===== src/logic/vic_params.svh =====
`ifndef VIC_PARAMS_SVH
`define VIC_PARAMS_SVH
`define VIC_NUM_CH 23
`define VIC_CH_W 5
`define VIC_NUM_SLOT 16
`define VIC_SLOT_W 4
`define VIC_ADDR_W 32
`define VIC_CH_WATCHDOG 0
`define VIC_CH_SOFT 1
`define VIC_CH_DBG_RX 2
`define VIC_CH_DBG_TX 3
`define VIC_CH_TIMER0 4
`define VIC_CH_TIMER1 5
`define VIC_CH_UART0 6
`define VIC_CH_UART1 7
`define VIC_CH_PWM 8
`define VIC_CH_I2C0 9
`define VIC_CH_SPI 10
`define VIC_CH_SSP 11
`define VIC_CH_PLL 12
`define VIC_CH_RTC 13
`define VIC_CH_EXT0 14
`define VIC_CH_ADC0 18
`define VIC_CH_I2C1 19
`define VIC_CH_BROWNOUT 20
`define VIC_CH_ADC1 21
`define VIC_CH_USB 22
`define VIC_RST_MASK 23'h000000
`define VIC_RST_ADDR 32'h00000000
`endif


===== src/logic/vic_pkg.sv =====
`default_nettype none
`include "vic_params.svh"
package vic_pkg;
  typedef logic [`VIC_NUM_CH-1:0] vic_chans_t;
  // Configuration of one vectored slot.
  typedef struct packed {
    logic enable;
    logic [`VIC_CH_W-1:0] channel;
    logic [`VIC_ADDR_W-1:0] addr;
  } vic_slot_cfg_t;
  // Per-peripheral flags, each group combined into one channel; the four external pins keep one each.
  typedef struct packed {
    logic watchdog_request;
    logic soft_request;
    logic debug_comm_receive;
    logic debug_comm_transmit;
    logic [7:0] timer0_flags;
    logic [7:0] timer1_flags;
    logic [3:0] uart0_flags;
    logic [4:0] uart1_flags;
    logic [10:0] pwm_flags;
    logic i2c0_state_flag;
    logic spi_transfer_done_flag;
    logic spi_mode_fault_flag;
    logic tx_fifo_half_empty_flag;
    logic rx_fifo_half_full_flag;
    logic rx_timeout_flag;
    logic rx_overrun_flag;
    logic pll_locked_flag;
    logic rtc_increment_flag;
    logic rtc_alarm_flag;
    logic ext_pin_request_zero;
    logic ext_pin_request_one;
    logic ext_pin_request_two;
    logic ext_pin_request_three;
    logic adc0_done;
    logic i2c1_state_flag;
    logic brownout_flag;
    logic adc1_done;
    logic [2:0] usb_flags;
  } vic_sources_t;
endpackage
`default_nettype wire


===== src/logic/vectored_irq_unit.sv =====
`timescale 1ns/10ps
`default_nettype none
`include "vic_params.svh"
module vectored_irq_unit (
  input wire logic sys_clk,
  input wire logic rst,
  input wire vic_pkg::vic_sources_t sources,
  input wire vic_pkg::vic_chans_t cfg_enable,
  input wire vic_pkg::vic_chans_t cfg_fast_select,
  input wire logic cfg_slot_we,
  input wire logic [`VIC_SLOT_W-1:0] cfg_slot_idx,
  input wire vic_pkg::vic_slot_cfg_t cfg_slot,
  input wire logic [`VIC_ADDR_W-1:0] cfg_default_addr,
  output logic fast_irq_out,
  output logic normal_irq_out,
  output vic_pkg::vic_chans_t fast_status,
  output vic_pkg::vic_chans_t normal_status,
  output vic_pkg::vic_chans_t raw_status,
  output logic [`VIC_ADDR_W-1:0] vector_addr
);
  // ************************************************************
  // Request sources gathered into channels.
  // ************************************************************
  // Peripheral flags are on-chip logic of this clock, so no synchroniser.
  // Each peripheral offers one line made by ORing its own flags, except the four external pins, which keep a channel each.
  vic_pkg::vic_chans_t chan_raw;
  wire [3:0] ext_pins;
  assign ext_pins = {sources.ext_pin_request_three,
                     sources.ext_pin_request_two,
                     sources.ext_pin_request_one,
                     sources.ext_pin_request_zero};
  assign chan_raw[`VIC_CH_WATCHDOG] = sources.watchdog_request;
  assign chan_raw[`VIC_CH_SOFT] = sources.soft_request;
  assign chan_raw[`VIC_CH_DBG_RX] = sources.debug_comm_receive;
  assign chan_raw[`VIC_CH_DBG_TX] = sources.debug_comm_transmit;
  assign chan_raw[`VIC_CH_TIMER0] = |sources.timer0_flags;
  assign chan_raw[`VIC_CH_TIMER1] = |sources.timer1_flags;
  assign chan_raw[`VIC_CH_UART0] = |sources.uart0_flags;
  assign chan_raw[`VIC_CH_UART1] = |sources.uart1_flags;
  assign chan_raw[`VIC_CH_PWM] = |sources.pwm_flags;
  assign chan_raw[`VIC_CH_I2C0] = sources.i2c0_state_flag;
  assign chan_raw[`VIC_CH_SPI] = sources.spi_transfer_done_flag |
                                 sources.spi_mode_fault_flag;
  assign chan_raw[`VIC_CH_SSP] = sources.tx_fifo_half_empty_flag |
                                 sources.rx_fifo_half_full_flag |
                                 sources.rx_timeout_flag |
                                 sources.rx_overrun_flag;
  assign chan_raw[`VIC_CH_PLL] = sources.pll_locked_flag;
  assign chan_raw[`VIC_CH_RTC] = sources.rtc_increment_flag |
                                 sources.rtc_alarm_flag;
  assign chan_raw[`VIC_CH_EXT0+3:`VIC_CH_EXT0] = ext_pins;
  assign chan_raw[`VIC_CH_ADC0] = sources.adc0_done;
  assign chan_raw[`VIC_CH_I2C1] = sources.i2c1_state_flag;
  assign chan_raw[`VIC_CH_BROWNOUT] = sources.brownout_flag;
  assign chan_raw[`VIC_CH_ADC1] = sources.adc1_done;
  assign chan_raw[`VIC_CH_USB] = |sources.usb_flags;

  // ************************************************************
  // Configuration registers.
  // ************************************************************
  vic_pkg::vic_chans_t enable_mask;
  vic_pkg::vic_chans_t fast_mask;
  logic [`VIC_NUM_SLOT-1:0] slot_en;
  logic [`VIC_CH_W-1:0] slot_chan [`VIC_NUM_SLOT];
  logic [`VIC_ADDR_W-1:0] default_addr;

  // Masks start cleared so no channel reaches either output after reset.
  // They are resampled every edge; software holds them as levels.
  always_ff @(posedge sys_clk) begin
    if (rst) begin
      enable_mask <= `VIC_RST_MASK;
      fast_mask <= `VIC_RST_MASK;
    end else begin
      enable_mask <= cfg_enable;
      fast_mask <= cfg_fast_select;
    end
  end

  // The default address resets to zero and then follows its input.
  always_ff @(posedge sys_clk) begin
    if (rst) begin
      default_addr <= `VIC_RST_ADDR;
    end else begin
      default_addr <= cfg_default_addr;
    end
  end

  // Slot enables reset cleared, which keeps every slot unassigned until
  // software writes it, whatever the table words happen to hold.
  always_ff @(posedge sys_clk) begin
    if (rst) begin
      slot_en <= '0;
    end else if (cfg_slot_we) begin
      slot_en[cfg_slot_idx] <= cfg_slot.enable;
    end
  end

  // Slot channel numbers; any channel may go to any slot.
  always_ff @(posedge sys_clk) begin
    if (rst) begin
      for (int i = 0; i < `VIC_NUM_SLOT; i++) begin
        slot_chan[i] <= '0;
      end
    end else if (cfg_slot_we) begin
      slot_chan[cfg_slot_idx] <= cfg_slot.channel;
    end
  end

  // ************************************************************
  // Classification.
  // ************************************************************
  wire [`VIC_NUM_CH-1:0] active;
  wire [`VIC_NUM_CH-1:0] fast_act;
  wire [`VIC_NUM_CH-1:0] norm_act;
  assign active = chan_raw & enable_mask;
  assign fast_act = active & fast_mask;
  assign norm_act = active & ~fast_mask;

  // A slot requests when enabled and its channel is an active normal one.
  // A fast channel also placed in a slot is served only as fast.
  wire [`VIC_NUM_SLOT-1:0] slot_req;
  genvar g;
  generate
    for (g = 0; g < `VIC_NUM_SLOT; g++) begin : g_slot
      assign slot_req[g] = slot_en[g] &&
                           chan_hit(norm_act, slot_chan[g]);
    end
  endgenerate

  // Channel numbers past the last channel never match.
  function automatic logic chan_hit(input logic [`VIC_NUM_CH-1:0] v,
                                    input logic [`VIC_CH_W-1:0] c);
    chan_hit = (c < `VIC_CH_W'(`VIC_NUM_CH)) ? v[c] : 1'b0;
  endfunction

  // Lowest-numbered requesting slot wins.
  function automatic logic [`VIC_SLOT_W-1:0] pick_slot(
      input logic [`VIC_NUM_SLOT-1:0] req);
    pick_slot = '0;
    for (int i = `VIC_NUM_SLOT - 1; i >= 0; i--) begin
      if (req[i]) begin
        pick_slot = `VIC_SLOT_W'(i);
      end
    end
  endfunction

  wire [`VIC_SLOT_W-1:0] win_slot;
  wire any_slot;
  assign win_slot = pick_slot(slot_req);
  assign any_slot = |slot_req;

  // ************************************************************
  // Vector address lookup.
  // ************************************************************
  // The table read register adds one cycle; the select is delayed to match.
  logic [`VIC_ADDR_W-1:0] table_addr;
  logic any_slot_q;
  vic_slot_table u_table (
    .sys_clk(sys_clk),
    .rst(rst),
    .wr_en(cfg_slot_we),
    .wr_slot(cfg_slot_idx),
    .wr_addr(cfg_slot.addr),
    .rd_slot(win_slot),
    .rd_addr(table_addr)
  );

  always_ff @(posedge sys_clk) begin
    if (rst) begin
      any_slot_q <= 1'b0;
    end else begin
      any_slot_q <= any_slot;
    end
  end

  wire [`VIC_ADDR_W-1:0] next_vector_addr;
  assign next_vector_addr = any_slot_q ? table_addr : default_addr;

  // ************************************************************
  // Registered outputs.
  // ************************************************************
  // Fast and normal are independent lines, so fast outranking normal
  // is the core's job; non-vectored only loses the vector word.
  // Keeping the two lines apart lets the core take a fast request even
  // while it is inside a normal handler, which a shared line could not.
  wire next_fast_irq;
  wire next_normal_irq;
  assign next_fast_irq = |fast_act;
  assign next_normal_irq = |norm_act;

  // Request lines to the core.
  always_ff @(posedge sys_clk) begin
    if (rst) begin
      fast_irq_out <= 1'b0;
      normal_irq_out <= 1'b0;
    end else begin
      fast_irq_out <= next_fast_irq;
      normal_irq_out <= next_normal_irq;
    end
  end

  // Status words share the cycle of the request lines, so a handler
  // reading them sees the same picture that raised its line.
  always_ff @(posedge sys_clk) begin
    if (rst) begin
      fast_status <= `VIC_RST_MASK;
      normal_status <= `VIC_RST_MASK;
      raw_status <= `VIC_RST_MASK;
    end else begin
      fast_status <= fast_act;
      normal_status <= norm_act;
      raw_status <= chan_raw;
    end
  end

  // The vector word trails the request lines by one cycle because of the
  // table read register, so a handler must not read it in the very first
  // cycle of a new request.
  always_ff @(posedge sys_clk) begin
    if (rst) begin
      vector_addr <= `VIC_RST_ADDR;
    end else begin
      vector_addr <= next_vector_addr;
    end
  end
endmodule // vectored_irq_unit
`default_nettype wire


===== src/logic/vic_slot_table.sv =====
`timescale 1ns/10ps
`default_nettype none
`include "vic_params.svh"
// Small table of slot routine addresses; read data leave a register.
module vic_slot_table (
  input wire logic sys_clk,
  input wire logic rst,
  input wire logic wr_en,
  input wire logic [`VIC_SLOT_W-1:0] wr_slot,
  input wire logic [`VIC_ADDR_W-1:0] wr_addr,
  input wire logic [`VIC_SLOT_W-1:0] rd_slot,
  output logic [`VIC_ADDR_W-1:0] rd_addr
);
  logic [`VIC_ADDR_W-1:0] mem [`VIC_NUM_SLOT];

  // ************************************************************
  // Storage and registered read.
  // ************************************************************
  // Memory words carry no reset so they map to plain RAM.
  always_ff @(posedge sys_clk) begin
    if (wr_en) begin
      mem[wr_slot] <= wr_addr;
    end
  end

  // Read register is reset so the vector output starts defined.
  always_ff @(posedge sys_clk) begin
    if (rst) begin
      rd_addr <= `VIC_RST_ADDR;
    end else begin
      rd_addr <= mem[rd_slot];
    end
  end
endmodule // vic_slot_table
`default_nettype wire


===== config.mk =====
export PLATFORM = sky130hd
export DESIGN_NAME = vectored_irq_unit
export DESIGN_NICKNAME = d
export VERILOG_FILES = /design/src/logic/vic_pkg.sv /design/src/logic/vectored_irq_unit.sv /design/src/logic/vic_slot_table.sv
export VERILOG_INCLUDE_DIRS = /design/src /design/src/logic
export SDC_FILE = /design/constraint.sdc
export NUM_CORES = 1
export LEC_CHECK = 0
export BUFFER_PORTS_ARGS = -buffer_cell sky130_fd_sc_hd__buf_2
export CAP_MARGIN = 20
export CORE_ASPECT_RATIO = 1.1
export CORE_MARGIN = 4
export CORE_UTILIZATION = 60
export CTS_BUF_LIST = sky130_fd_sc_hd__clkbuf_4 sky130_fd_sc_hd__clkbuf_8
export CTS_CLUSTER_DIAMETER = 40
export CTS_CLUSTER_SIZE = 28
export DETAILED_ROUTE_END_ITERATION = 10
export GPL_TIMING_DRIVEN = 0
export PLACE_DENSITY = 0.81
export SYNTH_ARGS = -nofsm -noshare
export SYNTH_HDL_FRONTEND = slang
export SYNTH_SLANG_ARGS = --single-unit

===== constraint.sdc =====
create_clock -name sys_clk -period 4.4 [get_ports sys_clk]
set_clock_uncertainty 0.2 [all_clocks]
set_input_delay 0 -clock sys_clk [delete_from_list [all_inputs] [get_ports sys_clk]]
set_output_delay 0 -clock sys_clk [all_outputs]
set_load 0.01 [all_outputs]

* Word level (Yosys, flattened, before mapping)
Memories as Yosys holds them, arrays and structs flattened. A register that Yosys moved wholly into a read port is not among the register bits. Index checks and enable logic that the tools add are counted.
Word-level totals: memories kept 2, memory bits (writable) 592, word-level logic and storage cells 160, bits of input ports 184, bits in registers 198
Operators by class: reductions and logical operators 27, muxes and demuxes 77, bitwise logic cells 9, order comparisons 34
Memory list:
- u_table.mem | words 16, width 32, rd ports 1, clocked after Yosys merged registers in 1, wr ports 1, RTL line vic_slot_table.sv:14 | logic [`VIC_ADDR_W-1:0] mem [`VIC_NUM_SLOT];
- slot_chan | words 16, width 5, rd ports 16, clocked after Yosys merged registers in 0, wr ports 16, RTL line vectored_irq_unit.sv:64 | logic [`VIC_CH_W-1:0] slot_chan [`VIC_NUM_SLOT];
Operators by type and width (count):
- < comparator 5 x 6 -> 1 bit (second input constant) | 16
- binary-select mux 1 bit (select 5 bit) | 16
- < comparator 5 bit (second input constant) | 16
- AND 23 bit | 3
- two-way mux 4 bit | 17
- OR reduction 23 bit | 2
- two-way mux 1 bit | 40
- two-way mux 32 bit | 1
- inverter 23 bit | 1
- logical AND 1 bit | 17
- bitwise mux 16 bit | 1
- OR reduction 16 bit | 1
- OR reduction 8 bit | 2
- OR reduction 11 bit | 1
- OR reduction 5 bit | 2
- < comparator 4 x 5 -> 1 bit (second input constant) | 1
- two-way mux 5 bit | 1
- bitwise OR 1 bit | 5
- demux 1 bit (select 4 bit) | 1
- greater-or-equal comparator 4 x 1 -> 1 bit (second input constant) | 1
- OR reduction 4 bit | 1
- OR reduction 3 bit | 1

* Depth between registers and ports, before layout
word-level depth 25, gate-level depth with buffers 16

* Hierarchy
A second synthesis with hierarchy kept.
Second synthesis, totals: cells, all modules 2500, area, all modules 34309.2 um^2
Modules (own cells, without submodules):
- vic_slot_table | sequential area each 16015.4 um^2, cells each 1116, instances 1, area each 20703.6 um^2
- vectored_irq_unit | sequential area each 6366.1 um^2, cells each 1384, instances 1, area each 13605.5 um^2

* Worst setup path after synthesis
Ideal clock, no wire load.
path kind register to register, start mem slot_chan[13][1] (netlist name), end reg u_table.rd_addr[16] (read register of u_table.mem), clock period less this slack 3.523 ns, arrival 3.199 ns, path slack 0.877 ns, buffers on the path 4, cell stages (with the launch flop) 15, cells stage by stage edfxtp_1 inv_1 clkbuf_1 nor2_1 a2111oi_0 o41ai_1 and4_1 o311ai_1 o221ai_2 or4_1 clkbuf_1 buf_4 buf_2 o211ai_1 o22ai_2
RTL lines:
- start, declared | RTL line vectored_irq_unit.sv:64
- end, declared | RTL line vic_slot_table.sv:12 | output logic [`VIC_ADDR_W-1:0] rd_addr

* Worst setup path after layout
start in sources[26] (netlist name), end reg u_table.rd_addr[9] (read register of u_table.mem)
Between the ends: word-level cells in the longest chain between the ends 23, elaborated cells between the ends (all ways) 83, those cells by class 64 x mux; 2 x bitwise; 17 x reduce/logical
Ends and longest elaborated chain:
- start, declared | RTL line vectored_irq_unit.sv:7 | input wire vic_pkg::vic_sources_t sources,
- OR reduction 11 bit * | RTL line vectored_irq_unit.sv:40 | assign chan_raw[`VIC_CH_PWM] = |sources.pwm_flags;
- AND 23 bit * | RTL line vectored_irq_unit.sv:115 | assign active = chan_raw & enable_mask;
- AND 23 bit * | RTL line vectored_irq_unit.sv:117 | assign norm_act = active & ~fast_mask;
- binary-select mux 1 bit (select 5 bit) | RTL line vectored_irq_unit.sv:133 | chan_hit = (c < `VIC_CH_W'(`VIC_NUM_CH)) ? v[c] : 1'b0;
- two-way mux 1 bit (implied by the code) | RTL line vectored_irq_unit.sv:133
- two-way mux 1 bit | RTL line vectored_irq_unit.sv:133
- logical AND 1 bit | RTL line vectored_irq_unit.sv:125 | assign slot_req[g] = slot_en[g] &&
- two-way mux 4 bit (15 in a row) | RTL line vectored_irq_unit.sv:141 | if (req[i]) begin
- two-way mux 4 bit * | RTL line vectored_irq_unit.sv:141
Mark *: on every way between the ends. The rest lies on a longest branch, timed or not. The select of a mux whose other input is x is not followed. A chain may end at the register's enable or synchronous reset.

==> impl_metrics.ini <==
[synthesis]
yosysTopAreaCell = edfxtp_1
post_synth_instance_area_sq_mm = 0.0350
synthMostInstantiatedCell = edfxtp_1
synth-warning-count = 0
synth.area.top_cells = edfxtp_1, dfxtp_1, mux2i_1, nand2_1, nor2b_1
synth.distinct_cells = 104
postSynthCellCount = 2770
synth_area_per_cell_sq_um = 12.6
postSynth.asyncResetShare_pct = 0
post_synth_top_cells = edfxtp_1, nand2_1, dfxtp_1, nor2_1, clkbuf_1
synth.top_cell.area_share_pct = 50.8
postSynthNetCount = 2954
synth_top_flop_cell = edfxtp_1
synth_seq_area_share_pct = 63.9
synth.ff_latch_count = 822
synth-edff-count = 592

[cts]
cts.reportedPaths.clkPinSlew_ns = 0.10
worstSkewPairLatency_ns = 0.80
cts_tree = done
clockRootBuffer = clkbuf_8
tritoncts.num_buffers = 98
htree_levels = 3
number_of_buffers_on_the_longest_clock_path = 3
tritoncts_num_sinks = 822

[sta]
min_period_ns = 4.54
setup_repair_after_global_routing_missed_its_margin = yes
timing.final.ws_setup_ns = -0.139
final_cycle_utilization_of_the_critical_path_pct = 103
relSlewSlack_pct = 19.4
fin_setup_tns_ns = -0.850
worst_slew_pin_slew_ns = 1.21
report.final.hold_viol_count = 0
report.final.setup_viol = 20
maxSlewViolCount = 0
max_clock_freq_ghz = 0.220

[placed_design]
gp_congestion = 1.04
place_hpwl_mm = 86.2
port_buffers = 284
postPlaceCellArea_sq_mm = 0.0379

[power]
power.internal_w = 0.0123
power_per_cell_area_mw_per_mm2 = 381
total_leakage_power_nw = 16.2
irDropWorstVdd_v = 0.000408
seq_pwr_share_pct = 51.0
power.share.clock_pct = 38.5
swShare_pct = 27.9
switchingPower_w = 0.00476
combPwrFrac_pct = 10.5

[detailed_routing]
drc = 0
routed_wirelength_mm = 144
drt-initial-drc-count = 4677
drt_first_pass_iters = 6
dr_total_vias = 30700
postRouteAntennaNets = 0
wl_per_cell_um = 32.8
post_drt_via_cell_ratio = 6.98

[global_route]
grt_pass1_wl_mm = 202
grt_remaining_overflow = 0
initial_antenna_violation_count = 17
grt_pass1_vias = 30300
grt_use_total_pct = 44.5
grt_start_max_net_pins = 24

[floorplanning]
core_area_sq_mm = 0.0576
die_h_um = 261
die_w_um = 238
design.die.area_sq_mm = 0.0623
row_count = 92
start_util_pct = 60.8
design.portCount = 287

[status]
status = finished with violations
failed_checks = negative setup slack

[critical_path]
timing_worst_setup_path_type = in -> reg
crit_path_end_kind = flip-flop
timing.critical_path.required_ns = 4.78
cp-start-kind = input port
crit_path_start = sources[26]
crit-reg2reg-launch = fast_mask[6]$_SDFF_PP0_
crit_fanout = 10
worstPathArrival_ns = 4.92

[layout]
synthToLayoutAreaGrowth_pct = 28.0
filler_cell_count = 3167
post_route_cells_drive_above_1_share_pct = 23.9
final_nets = 3729
stdcell_area_sq_mm = 0.0448

[worst_hold_path]
hold_class = in -> reg
worstHoldStart = cfg_slot[17]

[run]
max_cap_violations = 0
==> worst paths after layout <==
check / slack, ns / cells after the start / endpoint
worst max-delay path: -0.14 / 14 / u_table.rd_addr[9]$_SDFF_PP0_
worst min-delay path: 0.03 / 2 / u_table.mem[0][17]$_DFFE_PP_
worst max register to register: -0.14 / 13 / u_table.rd_addr[9]$_SDFF_PP0_
worst min register to register: 0.25 / 2 / vector_addr[9]$_SDFF_PP0_
==> area by class of cell <==
cell class | count | area, sq um | area share [%]
flip-flops and latches | 822 | 22400 | 50.0
clock inverters | 80 | 990 | 2.21
well taps | 752 | 941 | 2.10
multi-input cells | 1678 | 12200 | 27.2
inverters | 85 | 323 | 0.720
clock buffers | 105 | 1430 | 3.18
diodes | 12 | 30.0 | 0.0670
plain buffers | 173 | 1000 | 2.24
repair buffers | 687 | 5540 | 12.4
==> registers in the layout (all words and copies together), names as in the netlist, 16 cells and up <==
register,cells
fast_mask,23
u_table.mem,512
slot_chan,80
slot_en,16
fast_status,23
normal_status,23
u_table.rd_addr,32
enable_mask,23
vector_addr,32
raw_status,23
default_addr,32
==> cells by family after synthesis <==
group | count (synthesis) | share of synthesized area [%]
AND/OR/NAND/NOR | 968 | 14.7
AO/OA/AOI/OAI | 546 | 12.7
flip-flops | 822 | 63.9
multiplexers | 164 | 5.38
buffers and inverters | 270 | 3.31
==> per-layer routing <==
layer | share of wire (%) | GRT usage [%]
met3 | 12 | 10.9
met2 | 47 | 72.8
met5 | 0.040 | 0
met1 | 32 | 49.9
met4 | 10 | 36.1
==> timing repair <==
item,4_1_cts,5_1_grt
setup endpoints to repair,32,32
hold buffers,311,0
endpoints found under the hold margin,1072,0
resized for setup,138,128
pin swaps,15,26
gates cloned,0,2
buffers inserted,55,10
==> layout by cell type, fill, tap and decap left out, types with 16 or more instances in the layout <==
master           n
buf_2          313
and3_1          37
nand2_1        260
nand3b_1        19
edfxtp_1       592
o211ai_1        49
mux2i_1        115
a311o_1         31
a32o_1          56
clkbuf_2        19
nor2_4          18
clkbuf_4        19
o2111ai_1       21
dfxtp_1        216
dlygate4sd3_1  311
mux4_2          16
nor3_1          36
buf_4           74
mux2_2          28
clkbuf_8       103
nand3_1         54
inv_1           80
nor2_1         162
nand4b_1        19
a211oi_1        40
and2_1          92
buf_6           25
a21oi_1         31
nor2b_1        116
clkbuf_1        72
or2_2           23
o21ai_0         58
o221ai_1        29
==> per-stage QoR <==
step | utilization [%] | worst slack (ns) | total power (W) | instances | hold WS (ns)
final | 77.9 | -0.139 | 0.0171 | 4394 | 0.0262
after global routing | 77.9 | -0.129 | 0.0174 | 4388 | 0.0180
after CTS | 76.9 | 0.00819 | 0.0167 | 4369 | 0.00422
after detailed placement | 65.8 | -1.39 | 0.0102 | 3829 | 0.0130
after global placement | 64.9 | -1.57 | 0.0101 | 3806 | 0.0130
after floorplan | - | 0.877 | 0.00951 | 2770 | -0.101
==> critical path, cell delays in order <==
cell and delay (ns):
buf_2 0.10, nor4_2 0.84, nand3_1 0.74, a221oi_1 0.55
o31ai_1 0.19, a21oi_2 0.43, o2111ai_4 0.22, o2111a_1 0.32
buf_6 0.17, nor2_4 0.12, buf_2 0.38, mux2_2 0.40
o211ai_1 0.25, o22ai_2 0.19
==> power by group through the flow <==
stage	sequential, W	clock, W	combinational, W
floorplan	0.00880	0	0.000708
global route	0.00871	0.00681	0.00184
CTS	0.00867	0.00638	0.00164
finish	0.00870	0.00657	0.00180
global placement	0.00883	0	0.00131
detailed placement	0.00883	0	0.00136
Note: power is estimated with default switching activity, not from simulation.
